<file path="src/design/pnd_pkg.sv">
// constants, field layout and carrier types of the pattern next-data register bank
// assumes one apb clock domain; compare-match pulses arrive on that same clock
// Operation
// [RULE_01] port b direction: 8-bit write-only, one bit per pin, resets to zero
// [RULE_02] software sets direction bit to 1 on every pin used for pattern output
// [RULE_03] port b data: 8 bits, resets zero, holds levels of groups 2 and 3
// [RULE_04] port b data bits enabled for pattern output ignore processor writes
// [RULE_05] low-pair next data holds 8 bits, copied to port a on selected match
// [RULE_06] low-pair next data clears on reset and hardware standby, kept otherwise
// [RULE_07] high-pair next data clears on reset and hardware standby, kept otherwise
// [RULE_08] shared trigger groups 0/1: all eight bits at first address, group 1 upper
// [RULE_09] shared trigger groups 0/1: alternate address ignores writes, reads all ones
// [RULE_10] separate triggers: group 1 upper nibble first address, group 0 low nibble alt
// [RULE_11] separate triggers 0/1: unused nibbles of both addresses read one, unwritable
// [RULE_12] high-pair next data holds 8 bits, copied to port b on selected match
// [RULE_13] shared trigger groups 2/3: all eight bits at first address, group 3 upper
// [RULE_14] shared trigger groups 2/3: alternate address ignores writes, reads all ones
// [RULE_15] separate triggers: group 3 upper nibble first address, group 2 low nibble alt
// [RULE_16] separate triggers 2/3: unused nibbles of both addresses read one, unwritable
// [RULE_17] a next-data bit is copied only when its enable bit is one
// [RULE_18] trigger field 00 ch0, 01 ch1, 1x ch2; select register resets to ones
// [RULE_19] port a data bits enabled for pattern output ignore processor writes
// [RULE_20] shared or separate map follows trigger fields, re-decided on every write
// [RULE_21] transfer in the match cycle, only that group's four enabled bits

package pnd_pkg;

  // ****************************************************************
  // bus geometry
  // ****************************************************************
  localparam int ADDR_W = 22;
  localparam int IDX_W = 20;

  // ****************************************************************
  // register indices, byte address is four times the index
  // ****************************************************************
  localparam logic [19:0] IDX_PORT_B_DIR = 20'hee00a;
  localparam logic [19:0] IDX_PORT_A_DATA = 20'hfffd9;
  localparam logic [19:0] IDX_PORT_B_DATA = 20'hfffda;
  localparam logic [19:0] IDX_TRIG_SEL = 20'hfffa1;
  localparam logic [19:0] IDX_ENA_HI = 20'hfffa2;
  localparam logic [19:0] IDX_ENA_LO = 20'hfffa3;
  localparam logic [19:0] IDX_ND_HI = 20'hfffa4;
  localparam logic [19:0] IDX_ND_LO = 20'hfffa5;
  localparam logic [19:0] IDX_ND_G2_ALT = 20'hfffa6;
  localparam logic [19:0] IDX_ND_G0_ALT = 20'hfffa7;

  // ****************************************************************
  // reset and reserved values
  // ****************************************************************
  localparam logic [7:0] RST_BYTE = 8'h00;
  localparam logic [7:0] RST_TRIG = 8'hff;
  localparam logic [7:0] RSV_BYTE = 8'hff;
  localparam logic [3:0] RSV_NIBBLE = 4'hf;
  localparam logic [3:0] NIB_ZERO = 4'h0;

  // ****************************************************************
  // trigger select field layout and channel codes
  // ****************************************************************
  localparam int TRIG_FIELD_W = 2;
  localparam int GROUP_W = 4;
  localparam int N_GROUPS = 4;
  localparam logic [1:0] CH0 = 2'h0;
  localparam logic [1:0] CH1 = 2'h1;
  localparam logic [1:0] CH2 = 2'h2;

  // answer of one next-data address: what it reads and which bits it may write
  typedef struct packed {
    logic [7:0] rdata;
    logic [7:0] wmask;
  } pnd_map_s;

endpackage : pnd_pkg

</file>
<file path="src/design/pnd_trig_sel.sv">
// trigger decode for one output group
// assumes match pulses are on the same clock as the caller
`timescale 1ns/1ps

module pnd_trig_sel (
  input wire logic [1:0] sel,
  input wire logic [2:0] match,
  output logic [1:0] chan,
  output logic fire
);

  always_comb
  begin
    if (sel == pnd_pkg::CH0)
    begin
      chan = pnd_pkg::CH0; // see [RULE_18]
      fire = match[0];
    end
    else if (sel == pnd_pkg::CH1)
    begin
      chan = pnd_pkg::CH1; // see [RULE_18]
      fire = match[1];
    end
    else
    begin
      chan = pnd_pkg::CH2; // see [RULE_18]
      fire = match[2];
    end
  end

endmodule : pnd_trig_sel

</file>
<file path="src/design/pnd_pair_map.sv">
// read view and write mask of one next-data address of a group pair
// assumes the caller decides sharing and which of the two addresses is hit
`timescale 1ns/1ps

module pnd_pair_map (
  input wire logic shared,
  input wire logic alt,
  input wire logic [7:0] nd,
  output pnd_pkg::pnd_map_s map
);

  always_comb
  begin
    if (shared && !alt)
    begin
      map.rdata = nd; // see [RULE_08] see [RULE_13]
      map.wmask = 8'hff;
    end
    else if (shared)
    begin
      map.rdata = pnd_pkg::RSV_BYTE; // see [RULE_09] see [RULE_14]
      map.wmask = 8'h00;
    end
    else if (!alt)
    begin
      map.rdata = {nd[7:4], pnd_pkg::RSV_NIBBLE}; // see [RULE_10] see [RULE_11]
      map.wmask = 8'hf0;
    end
    else
    begin
      map.rdata = {pnd_pkg::RSV_NIBBLE, nd[3:0]}; // see [RULE_15] see [RULE_16]
      map.wmask = 8'h0f;
    end
  end

endmodule : pnd_pair_map

</file>
<file path="src/design/pnd_regs.sv">
// pattern next-data register bank: apb slave, next-data, enables, trigger
// select, port data and port b direction, with compare-match transfer
// assumes compare-match pulses come from logic on pclk, one cycle each;
// hw_standby is an asynchronous pin and is synchronised here
`timescale 1ns/1ps

module pnd_regs (
  input wire logic pclk,
  input wire logic presetn,
  input wire logic clk_en,
  input wire logic hw_standby,
  input wire logic psel,
  input wire logic penable,
  input wire logic pwrite,
  input wire logic [21:0] paddr,
  input wire logic [31:0] pwdata,
  output logic [31:0] prdata,
  output logic pready,
  output logic pslverr,
  input wire logic [2:0] compare_match,
  output logic [7:0] port_a_output_data,
  output logic [7:0] port_b_output_data,
  output logic [7:0] port_b_direction
);

  // ****************************************************************
  // state
  // ****************************************************************
  logic [7:0] next_data_lo_pair_ff;
  logic [7:0] next_data_hi_pair_ff;
  logic [7:0] output_enable_lo_pair_ff;
  logic [7:0] output_enable_hi_pair_ff;
  logic [7:0] trigger_select_reg_ff;
  logic [7:0] port_a_data_ff;
  logic [7:0] port_b_data_ff;
  logic [7:0] port_b_dir_ff;
  logic [31:0] prdata_ff;
  logic pready_ff;
  logic pslverr_ff;
  logic stby_meta_ff;
  logic stby_sync_ff;

  logic [19:0] idx;
  logic aligned;
  logic access;
  logic wr_done;
  logic [7:0] wbyte;
  logic [7:0] nxt_rbyte;
  logic nxt_err;
  logic [15:0] xfer;
  logic [1:0] chan [pnd_pkg::N_GROUPS];
  logic fire [pnd_pkg::N_GROUPS];
  logic shared [2];
  pnd_pkg::pnd_map_s map [4];
  logic [7:0] nxt_port_a;
  logic [7:0] nxt_port_b;

  assign prdata = prdata_ff;
  assign pready = pready_ff;
  assign pslverr = pslverr_ff;
  assign port_a_output_data = port_a_data_ff;
  assign port_b_output_data = port_b_data_ff;
  assign port_b_direction = port_b_dir_ff;

  // ****************************************************************
  // hardware standby synchroniser
  // ****************************************************************
  // standby clears next data, enables and trigger select, only through the synchronised level,
  // so a glitch on the pin cannot tear a half-updated register
  always_ff @(posedge pclk or negedge presetn)
  begin
    if (!presetn)
    begin
      stby_meta_ff <= 1'b0;
      stby_sync_ff <= 1'b0;
    end
    else if (clk_en)
    begin
      stby_meta_ff <= hw_standby;
      stby_sync_ff <= stby_meta_ff;
    end
  end

  // ****************************************************************
  // trigger decode and transfer masks, one pass per group
  // ****************************************************************
  genvar g;
  generate
    for (g = 0; g < pnd_pkg::N_GROUPS; g++)
    begin : gen_group
      pnd_trig_sel u_trig (
        .sel(trigger_select_reg_ff[g*pnd_pkg::TRIG_FIELD_W +: pnd_pkg::TRIG_FIELD_W]),
        .match(compare_match),
        .chan(chan[g]),
        .fire(fire[g])
      );
      // only the firing group's enabled bits move
      assign xfer[g*pnd_pkg::GROUP_W +: pnd_pkg::GROUP_W] =
        {pnd_pkg::GROUP_W{fire[g]}} &
        (g < 2 ? output_enable_lo_pair_ff[(g%2)*pnd_pkg::GROUP_W +: pnd_pkg::GROUP_W]
               : output_enable_hi_pair_ff[(g%2)*pnd_pkg::GROUP_W +: pnd_pkg::GROUP_W]);
        // see [RULE_17] see [RULE_21]
    end
  endgenerate

  // ****************************************************************
  // shared or separate address map per pair
  // ****************************************************************
  // compares decoded channels, so codes 10 and 11 count as one trigger
  assign shared[0] = (chan[0] == chan[1]); // see [RULE_20]
  assign shared[1] = (chan[2] == chan[3]); // see [RULE_20]

  genvar k;
  generate
    for (k = 0; k < 4; k++)
    begin : gen_map
      pnd_pair_map u_map (
        .shared(shared[k/2]),
        .alt(k % 2 == 1),
        .nd(k < 2 ? next_data_lo_pair_ff : next_data_hi_pair_ff),
        .map(map[k])
      );
    end
  endgenerate

  // ****************************************************************
  // apb decode
  // ****************************************************************
  assign idx = paddr[21:2];
  assign aligned = (paddr[1:0] == 2'h0);
  assign access = psel && penable;
  assign wr_done = access && pready_ff && pwrite;
  assign wbyte = pwdata[7:0];

  always_comb
  begin
    nxt_rbyte = pnd_pkg::RST_BYTE;
    nxt_err = 1'b0;
    if (!aligned)
    begin
      nxt_err = 1'b1;
    end
    else if (idx == pnd_pkg::IDX_ND_LO)
    begin
      nxt_rbyte = map[0].rdata;
    end
    else if (idx == pnd_pkg::IDX_ND_G0_ALT)
    begin
      nxt_rbyte = map[1].rdata;
    end
    else if (idx == pnd_pkg::IDX_ND_HI)
    begin
      nxt_rbyte = map[2].rdata;
    end
    else if (idx == pnd_pkg::IDX_ND_G2_ALT)
    begin
      nxt_rbyte = map[3].rdata;
    end
    else if (idx == pnd_pkg::IDX_ENA_LO)
    begin
      nxt_rbyte = output_enable_lo_pair_ff;
    end
    else if (idx == pnd_pkg::IDX_ENA_HI)
    begin
      nxt_rbyte = output_enable_hi_pair_ff;
    end
    else if (idx == pnd_pkg::IDX_TRIG_SEL)
    begin
      nxt_rbyte = trigger_select_reg_ff;
    end
    else if (idx == pnd_pkg::IDX_PORT_A_DATA)
    begin
      nxt_rbyte = port_a_data_ff;
    end
    else if (idx == pnd_pkg::IDX_PORT_B_DATA)
    begin
      nxt_rbyte = port_b_data_ff;
    end
    else if (idx == pnd_pkg::IDX_PORT_B_DIR)
    begin
      nxt_rbyte = pnd_pkg::RST_BYTE; // see [RULE_01]
    end
    else
    begin
      nxt_err = 1'b1;
    end
  end

  // ****************************************************************
  // apb answer: one wait state, then pready for one cycle
  // ****************************************************************
  always_ff @(posedge pclk or negedge presetn)
  begin
    if (!presetn)
    begin
      pready_ff <= 1'b0;
      prdata_ff <= 32'h0000_0000;
      pslverr_ff <= 1'b0;
    end
    else if (clk_en)
    begin
      if (access && !pready_ff)
      begin
        pready_ff <= 1'b1;
        prdata_ff <= pwrite ? 32'h0000_0000 : {24'h00_0000, nxt_rbyte};
        pslverr_ff <= nxt_err;
      end
      else
      begin
        pready_ff <= 1'b0;
        pslverr_ff <= 1'b0;
      end
    end
  end

  // ****************************************************************
  // next-data registers
  // ****************************************************************
  always_ff @(posedge pclk or negedge presetn)
  begin
    if (!presetn)
    begin
      next_data_lo_pair_ff <= pnd_pkg::RST_BYTE;
    end
    else if (clk_en)
    begin
      if (stby_sync_ff)
      begin
        next_data_lo_pair_ff <= pnd_pkg::RST_BYTE; // see [RULE_06]
      end
      else if (wr_done && aligned && idx == pnd_pkg::IDX_ND_LO)
      begin
        next_data_lo_pair_ff <= (next_data_lo_pair_ff & ~map[0].wmask) |
                                (wbyte & map[0].wmask); // see [RULE_08] see [RULE_10]
      end
      else if (wr_done && aligned && idx == pnd_pkg::IDX_ND_G0_ALT)
      begin
        next_data_lo_pair_ff <= (next_data_lo_pair_ff & ~map[1].wmask) |
                                (wbyte & map[1].wmask); // see [RULE_09] see [RULE_11]
      end
    end
  end

  always_ff @(posedge pclk or negedge presetn)
  begin
    if (!presetn)
    begin
      next_data_hi_pair_ff <= pnd_pkg::RST_BYTE;
    end
    else if (clk_en)
    begin
      if (stby_sync_ff)
      begin
        next_data_hi_pair_ff <= pnd_pkg::RST_BYTE; // see [RULE_07]
      end
      else if (wr_done && aligned && idx == pnd_pkg::IDX_ND_HI)
      begin
        next_data_hi_pair_ff <= (next_data_hi_pair_ff & ~map[2].wmask) |
                                (wbyte & map[2].wmask); // see [RULE_13] see [RULE_15]
      end
      else if (wr_done && aligned && idx == pnd_pkg::IDX_ND_G2_ALT)
      begin
        next_data_hi_pair_ff <= (next_data_hi_pair_ff & ~map[3].wmask) |
                                (wbyte & map[3].wmask); // see [RULE_14] see [RULE_16]
      end
    end
  end

  // ****************************************************************
  // enables, trigger select, port b direction
  // ****************************************************************
  always_ff @(posedge pclk or negedge presetn)
  begin
    if (!presetn)
    begin
      output_enable_lo_pair_ff <= pnd_pkg::RST_BYTE;
      output_enable_hi_pair_ff <= pnd_pkg::RST_BYTE;
      trigger_select_reg_ff <= pnd_pkg::RST_TRIG; // see [RULE_18]
    end
    else if (clk_en)
    begin
      if (stby_sync_ff)
      begin
        output_enable_lo_pair_ff <= pnd_pkg::RST_BYTE;
        output_enable_hi_pair_ff <= pnd_pkg::RST_BYTE;
        trigger_select_reg_ff <= pnd_pkg::RST_TRIG;
      end
      else if (wr_done && aligned && idx == pnd_pkg::IDX_ENA_LO)
      begin
        output_enable_lo_pair_ff <= wbyte;
      end
      else if (wr_done && aligned && idx == pnd_pkg::IDX_ENA_HI)
      begin
        output_enable_hi_pair_ff <= wbyte;
      end
      else if (wr_done && aligned && idx == pnd_pkg::IDX_TRIG_SEL)
      begin
        trigger_select_reg_ff <= wbyte; // see [RULE_20]
      end
    end
  end

  // direction bits are software's job to set for pattern pins
  always_ff @(posedge pclk or negedge presetn)
  begin
    if (!presetn)
    begin
      port_b_dir_ff <= pnd_pkg::RST_BYTE; // see [RULE_01]
    end
    else if (clk_en)
    begin
      if (wr_done && aligned && idx == pnd_pkg::IDX_PORT_B_DIR)
      begin
        port_b_dir_ff <= wbyte; // see [RULE_01] see [RULE_02]
      end
    end
  end

  // ****************************************************************
  // port data: transfer wins on enabled bits, writes land on the rest
  // ****************************************************************
  always_comb
  begin
    nxt_port_a = port_a_data_ff;
    nxt_port_b = port_b_data_ff;
    if (wr_done && aligned && idx == pnd_pkg::IDX_PORT_A_DATA)
    begin
      nxt_port_a = (port_a_data_ff & output_enable_lo_pair_ff) |
                   (wbyte & ~output_enable_lo_pair_ff); // see [RULE_19]
    end
    if (wr_done && aligned && idx == pnd_pkg::IDX_PORT_B_DATA)
    begin
      nxt_port_b = (port_b_data_ff & output_enable_hi_pair_ff) |
                   (wbyte & ~output_enable_hi_pair_ff); // see [RULE_04]
    end
    nxt_port_a = (nxt_port_a & ~xfer[7:0]) |
                 (next_data_lo_pair_ff & xfer[7:0]); // see [RULE_05] see [RULE_17]
    nxt_port_b = (nxt_port_b & ~xfer[15:8]) |
                 (next_data_hi_pair_ff & xfer[15:8]); // see [RULE_12] see [RULE_17]
  end

  always_ff @(posedge pclk or negedge presetn)
  begin
    if (!presetn)
    begin
      port_a_data_ff <= pnd_pkg::RST_BYTE;
      port_b_data_ff <= pnd_pkg::RST_BYTE; // see [RULE_03]
    end
    else if (clk_en)
    begin
      port_a_data_ff <= nxt_port_a; // see [RULE_21]
      port_b_data_ff <= nxt_port_b; // see [RULE_03] see [RULE_21]
    end
  end

endmodule : pnd_regs

</file>
<file path="config.mk">
export PLATFORM = sky130hd
export DESIGN_NAME = pnd_regs
export DESIGN_NICKNAME = d
export VERILOG_FILES = /design/src/design/pnd_pkg.sv /design/src/design/pnd_trig_sel.sv /design/src/design/pnd_pair_map.sv /design/src/design/pnd_regs.sv
export SDC_FILE = /design/constraint.sdc
export NUM_CORES = 1
export LEC_CHECK = 0
export ABC_AREA = 1
export BUFFER_PORTS_ARGS = -buffer_cell sky130_fd_sc_hd__buf_2
export CORE_MARGIN = 5
export CORE_UTILIZATION = 30
export CTS_CLUSTER_DIAMETER = 40
export CTS_CLUSTER_SIZE = 14
export DETAILED_ROUTE_END_ITERATION = 12
export SYNTH_ARGS = -nofsm -noshare
export SYNTH_HDL_FRONTEND = slang
export SYNTH_SLANG_ARGS = --single-unit
export TNS_END_PERCENT = 5
</file>
<file path="constraint.sdc">
create_clock -name pclk -period 2.2 [get_ports pclk]
set_input_delay 0.55 -clock pclk [delete_from_list [all_inputs] [get_ports pclk]]
set_output_delay 0.55 -clock pclk [all_outputs]
set_load 0.02 [all_outputs]
</file>
==> impl_metrics.py, run 1 <==
metrics = {
    "timing": {
        "fmax_ghz": 0.4979,
        "period_needed_ps": 2008,
        "slew_headroom": 0.4966,
        "setup_ws_ps": 191.6,
        "fin_crit_sh": 0.9129,
        "drv_slew": 0,
        "rsz0062_at_grt": "false",
        "hold_violations": 0,
        "fin_skew_ps": 7.550,
        "worstMarginPinSlew_ps": 755.1,
        "hold_ws_ps": 35.82,
        "setup_violations": 0,
        "tns_ps": 0,
    },
    "synthesis": {
        "ys_types": 46,
        "synth_compound_area_frac": 0.1576,
        "synth_adder_area_share": 0,
        "synth_edf_count": 0,
        "synthArstFlopShare": 1.000,
        "synth_top_family_by_area": "simple AND/OR/NAND/NOR gates",
        "ys_ff_latch": 76,
        "syn_inst": 700,
        "syn_area_mm2": 0.005066,
        "synth_ff_type": "dfrtp_1",
        "ys_seq_area_frac": 0.3774,
        "postSynthAreaPerCell_um2": 7.237,
        "yosys_warnings": 0,
        "synth-simple-area-share": 0.3161,
        "synthMuxAreaShare": 0.01556,
        "synth_xor_area_frac": 0.008644,
    },
    "detailed_routing": {
        "drc": 0,
        "wirelength_mm": 16.24,
        "ant_nets": 0,
        "drt_iter0_drc": 460,
        "vias": 5004,
        "avgRoutedWirePerCell_um": 15.42,
        "first_pass_iters": 5,
        "drt-vias-per-instance": 4.752,
    },
    "finish": {
        "design_area_mm2": 0.006291,
        "drive_above_1_share": 0.2413,
        "nets": 892,
        "syn2layout_area_growth_pct": 24.18,
        "fillers": 1752,
        "post-route-util": 0.3794,
        "fin_cells": 1053,
        "regArea_mm2": 0.001912,
        "multi_input_area_mm2": 0.002613,
        "n_antenna_cell": 0,
    },
    "cts": {
        "cts_tree": "done",
        "numCtsBuffers": 9,
        "post_cts_buffers": 0,
        "ctsResizeCount": 0,
        "hold_buffers": 0,
        "clockRootBuffer": "clkbuf_16",
        "cts.sinks": 76,
        "path_clk_slew_ps": 60,
        "clk_latency_ps": 350,
        "clockBufferDepth": 2,
        "cts_max_level": 3,
    },
    "setup_path": {
        "crit_chain": "inv_1 > nand2_1 > o221ai_1 > nor2_1 > inv_1 > a21oi_1 > mux2_1",
        "rr_worst_depth": 7,
        "cpMaxStageDelayCell": "dfstp_2",
        "r2r-start": "trigger_select_reg_ff[5]$_DFFE_PN1P_",
        "cpMostUsedCell": "inv_1",
        "path_max_fanout": 5,
        "crit_buf_inv": 2,
        "ff2ff_setup_slack_ps": 190,
        "cp-start-kind": "flip-flop",
        "critPathTopFamily": "flip-flops",
        "cp_slowest_stage_delay_ps": 530,
        "required_ps": 2430,
        "setup.worst_path.end_class": "flip-flop",
        "arrival_ps": 2240,
        "crit_type": "reg -> reg",
    },
    "placement": {
        "dpl_worst_slack_ps": -72.57,
        "dpl.hpwl_mm": 12.96,
        "buffer_ports.inserted": 73,
        "placed_cell_area_mm2": 0.005979,
        "routabilityCongestion": 0.8988,
        "dp_cells": 1037,
    },
    "floorplanning": {
        "start_util": 0.3055,
        "fp.dieH_um": 140.0,
        "die-area_mm2": 0.01959,
        "row_count": 47,
        "ios": 122,
        "core_area_mm2": 0.01658,
        "die_w_um": 140.0,
    },
    "power": {
        "peakVddDrop_mv": 0.4417,
        "p_total_mw": 4.818,
        "power_per_cell_area_mw_per_mm2": 765.8,
        "leakage_nw": 3.261,
    },
    "global_routing": {
        "use_met1": 0.2385,
        "gr-total-overflow": 0,
        "met3_usage": 0.03885,
        "grt_pass1_vias": 4791,
        "antenna_found_initial": 0,
        "grt-busiest-layer": "met2",
        "grt_usage": 0.1693,
        "grt_max_degree": 43,
        "grt_pass1_wl_mm": 25.94,
        "grt.met2_usage": 0.2664,
    },
    "run": {
        "maxCapViolations": 0,
    },
    "hold_path": {
        "worstHoldPathType": "in -> async",
    },
    "run_status": {
        "status": "finished, final reports clean",
    },
}
-- layout make-up --
class                      instances  share of cell area
clock inverter                     6             0.01154
timing repair buffer             129              0.1273
multi-input combinational        511              0.4153
inverter                         101             0.06026
tap                              220             0.04375
clock buffer                      10             0.03799
sequential                        76              0.3039
-- routing by layer --
layer  share of wire  wire length, µm
met1            0.46             7498
met2            0.45             7291
met3           0.077             1255
met4           0.012              189
met5               0                0
-- placed cells by master, fill, tap and decap left out, types with 4 or more instances in the layout --
cell type	netlist	final
a21oi_1	33	33
a31oi_1	4	4
a32oi_1	4	4
buf_2	4	72
buf_4	24	56
clkbuf_16	0	9
conb_1	1	24
dfrtp_1	68	68
dfstp_2	8	8
inv_1	92	92
inv_2	8	8
mux2_1	7	7
nand2_1	191	191
nand2_2	10	10
nand3_1	39	39
nand4_1	6	6
nor2_1	49	49
nor2_4	10	10
nor3_1	10	10
o21ai_0	56	56
o21ai_1	15	15
o22ai_1	14	14
xnor2_1	4	4
-- cells in the mapped netlist (2+ instances only) --
| master | count | area share |
|---|---|---|
| a21oi_1 | 33 | 0.033 |
| a22oi_1 | 2 | 0.0030 |
| a31oi_1 | 4 | 0.0049 |
| a32oi_1 | 4 | 0.0069 |
| buf_2 | 4 | 0.0040 |
| buf_4 | 24 | 0.036 |
| buf_6 | 3 | 0.0067 |
| clkbuf_1 | 4 | 0.0030 |
| dfrtp_1 | 68 | 0.34 |
| dfstp_2 | 8 | 0.041 |
| inv_1 | 92 | 0.068 |
| inv_2 | 8 | 0.0059 |
| mux2_1 | 7 | 0.016 |
| nand2_1 | 191 | 0.14 |
| nand2_2 | 10 | 0.012 |
| nand2_4 | 2 | 0.0044 |
| nand3_1 | 39 | 0.039 |
| nand3_4 | 2 | 0.0069 |
| nand4_1 | 6 | 0.0074 |
| nor2_1 | 49 | 0.036 |
| nor2_2 | 3 | 0.0037 |
| nor2_4 | 10 | 0.022 |
| nor2_8 | 3 | 0.012 |
| nor3_1 | 10 | 0.0099 |
| nor3_2 | 2 | 0.0040 |
| nor4_1 | 3 | 0.0037 |
| o21ai_0 | 56 | 0.055 |
| o21ai_1 | 15 | 0.015 |
| o21ai_2 | 3 | 0.0052 |
| o221ai_1 | 2 | 0.0035 |
| o22ai_1 | 14 | 0.017 |
| o31ai_1 | 2 | 0.0030 |
| xnor2_1 | 4 | 0.0069 |
-- how the worst max path moves through the flow --
stage / start / to / slack (ps) / cells past startpoint
2_1_floorplan: paddr[20] / flip-flop / 120 / 10
3_3_place_gp: paddr[1] / output_enable_hi_pair_ff[4]$_DFFE_PN0P_ / -50 / 8
3_5_place_dp: paddr[1] / flip-flop / -70 / 8
4_1_cts: trigger_select_reg_ff[5]$_DFFE_PN1P_ / flip-flop / 220 / 7
5_1_grt: trigger_select_reg_ff[5]$_DFFE_PN1P_ / prdata[3]$_DFFE_PN0P_ / 80 / 13
6_report: trigger_select_reg_ff[5]$_DFFE_PN1P_ / flip-flop / 190 / 7
-- logic make-up (layout without fill, tap and decap cells) --
group / Yosys count / after routing
buf+inv: 136 / 246
compound gates: 139 / 139
simple gates: 336 / 336
flops: 76 / 76
mux: 7 / 7
other cells: 1 / 24
xor+xnor: 5 / 5
-- power by group --
group | leakage, nW | internal [mW] | switching, mW | total [mW]
registers | 0.979 | 1.71 | 0.188 | 1.89
logic | 2.13 | 0.437 | 0.936 | 1.37
clock network | 0.149 | 0.919 | 0.632 | 1.55
total | 3.26 | 3.06 | 1.76 | 4.82
(Power assumes the default switching activity.)
==> run 2: changes to the inputs <==
- CELL_PAD_IN_SITES_DETAIL_PLACEMENT: unset -> 0
- CELL_PAD_IN_SITES_GLOBAL_PLACEMENT: unset -> 1
- MAX_ROUTING_LAYER: unset -> met4
- PLACE_DENSITY_LB_ADDON: unset -> 0.1
- clock period: 2.2 -> 2.32 ns (I/O delays scaled with it)
==> impl_metrics.py, run 2 (synthesis gave the netlist of run 1 again) <==
metrics = {
    "run_status": {
        "status": "finished, final reports clean",
    },
    "setup_path": {
        "path_max_fanout": 4,
        "crit_type": "reg -> reg",
        "required_ps": 2560,
        "crit_buf_inv": 2,
        "cp_slowest_stage_delay_ps": 580,
        "arrival_ps": 2160,
        "critPathTopFamily": "simple AND/OR/NAND/NOR gates",
        "r2r-start": "trigger_select_reg_ff[7]$_DFFE_PN1P_",
        "cp-start-kind": "flip-flop",
        "cpMaxStageDelayCell": "dfstp_2",
        "rr_worst_depth": 13,
        "cpMostUsedCell": "nand2_1",
        "setup.worst_path.end_class": "flip-flop",
        "crit_chain": "inv_1 > nand2_1 > xnor2_1 > nand2_1 > inv_1 > nor2_1 > nand2_1 > nand2_1 > nand2_1 > nand2_1 > nand2_1 > nand2_1 > nand2_1",
        "reg2reg_to": "prdata[2]$_DFFE_PN0P_",
        "ff2ff_setup_slack_ps": 390,
    },
    "power": {
        "leakage_nw": 3.195,
        "p_total_mw": 4.500,
        "power_per_cell_area_mw_per_mm2": 728.8,
        "peakVddDrop_mv": 0.4058,
    },
    "cts": {
        "path_clk_slew_ps": 60,
        "clk_latency_ps": 350,
        "cts_max_level": 3,
        "clockBufferDepth": 2,
        "ctsResizeCount": 0,
        "cts.sinks": 76,
        "numCtsBuffers": 9,
        "hold_buffers": 0,
        "post_cts_buffers": 0,
        "cts_tree": "done",
        "clockRootBuffer": "clkbuf_16",
    },
    "global_routing": {
        "antenna_found_initial": 0,
        "grt_max_degree": 42,
        "grt_pass1_wl_mm": 27.20,
        "grt_usage": 0.1850,
        "gr-total-overflow": 0,
        "grt_pass1_vias": 4776,
    },
    "timing": {
        "fin_skew_ps": 6.366,
        "drv_slew": 0,
        "worstMarginPinSlew_ps": 607.4,
        "slew_headroom": 0.5950,
        "fin_crit_sh": 0.8298,
        "setup_ws_ps": 394.8,
        "tns_ps": 0,
        "rsz0062_at_grt": "false",
        "fmax_ghz": 0.5194,
        "setup_violations": 0,
        "hold_violations": 0,
        "period_needed_ps": 1925,
    },
    "finish": {
        "nets": 878,
        "final_common_cell": "nand2_1",
        "design_area_mm2": 0.006175,
        "layout_common_cells": "191 x nand2_1, 92 x inv_1, 72 x buf_2",
        "fillers": 1810,
        "multi_input_area_mm2": 0.002613,
        "n_antenna_cell": 0,
        "drive_above_1_share": 0.2283,
        "regArea_mm2": 0.001912,
        "syn2layout_area_growth_pct": 21.88,
    },
    "detailed_routing": {
        "wirelength_mm": 17.52,
        "drt_iter0_drc": 267,
        "drt-vias-per-instance": 4.768,
        "drc": 0,
        "ant_nets": 0,
        "first_pass_iters": 6,
        "vias": 4954,
        "avgRoutedWirePerCell_um": 16.86,
    },
    "placement": {
        "routabilityCongestion": 0.9074,
        "placed_cell_area_mm2": 0.005887,
        "dpl.hpwl_mm": 14.06,
        "dpl_worst_slack_ps": 28.63,
        "buffer_ports.inserted": 73,
    },
    "floorplanning": {
        "die_w_um": 140.0,
        "core_area_mm2": 0.01658,
        "row_count": 47,
        "die-area_mm2": 0.01959,
        "start_util": 0.3055,
        "ios": 122,
        "fp.dieH_um": 140.0,
    },
    "run": {
        "maxCapViolations": 0,
    },
    "hold_path": {
        "worstHoldPathType": "in -> async",
    },
}
==> run 2: area by class of cell <==
type | count | area share
multi-input cells | 511 | 0.4231
repair buffers | 115 | 0.1147
clock inverters | 5 | 0.005674
well taps | 220 | 0.04458
clock buffers | 11 | 0.04093
flip-flops and latches | 76 | 0.3096
inverters | 101 | 0.06140
==> run 2: worst max-delay path by stage <==
stage | startpoint | endpoint | depth (start not counted)
after global routing | trigger_select_reg_ff[5]$_DFFE_PN1P_ | prdata[2]$_DFFE_PN0P_ | 13
after global placement | paddr[2] | prdata[2]$_DFFE_PN0P_ | 16
final | trigger_select_reg_ff[7]$_DFFE_PN1P_ | prdata[2]$_DFFE_PN0P_ | 13
after detailed placement | paddr[2] | prdata[2]$_DFFE_PN0P_ | 16
after CTS | paddr[2] | prdata[2]$_DFFE_PN0P_ | 16
after floorplan | paddr[20] | flip-flop | 10
==> run 2: layer usage <==
| layer | global-route usage | wire length [µm] | vias to the layer above |
|---|---|---|---|
| li1 | - | - | 2465 |
| met1 | 0.2514 | 8390 | 2367 |
| met2 | 0.2915 | 8235 | 105 |
| met3 | 0.02863 | 680 | 17 |
| met4 | 0.04488 | 212 | 0 |
| met5 | - | 0 | - |
==> run 2: per-stage QoR <==
stage	hold WS (ps)	cells	utilization
after floorplan	284.4	723	-
after global placement	457.3	1023	0.3550
after detailed placement	464.5	1023	0.3550
after CTS	220.1	1039	0.3723
after global routing	249.7	1039	0.3723
final	208.4	1039	0.3723
==> run 2: power by group <==
| part | switching [mW] | leakage [nW] | internal [mW] | total (mW) |
|---|---|---|---|---|
| combinational | 0.888 | 2.07 | 0.414 | 1.30 |
| sequential | 0.195 | 0.979 | 1.62 | 1.81 |
| clock | 0.600 | 0.142 | 0.785 | 1.39 |
| total | 1.68 | 3.19 | 2.82 | 4.50 |
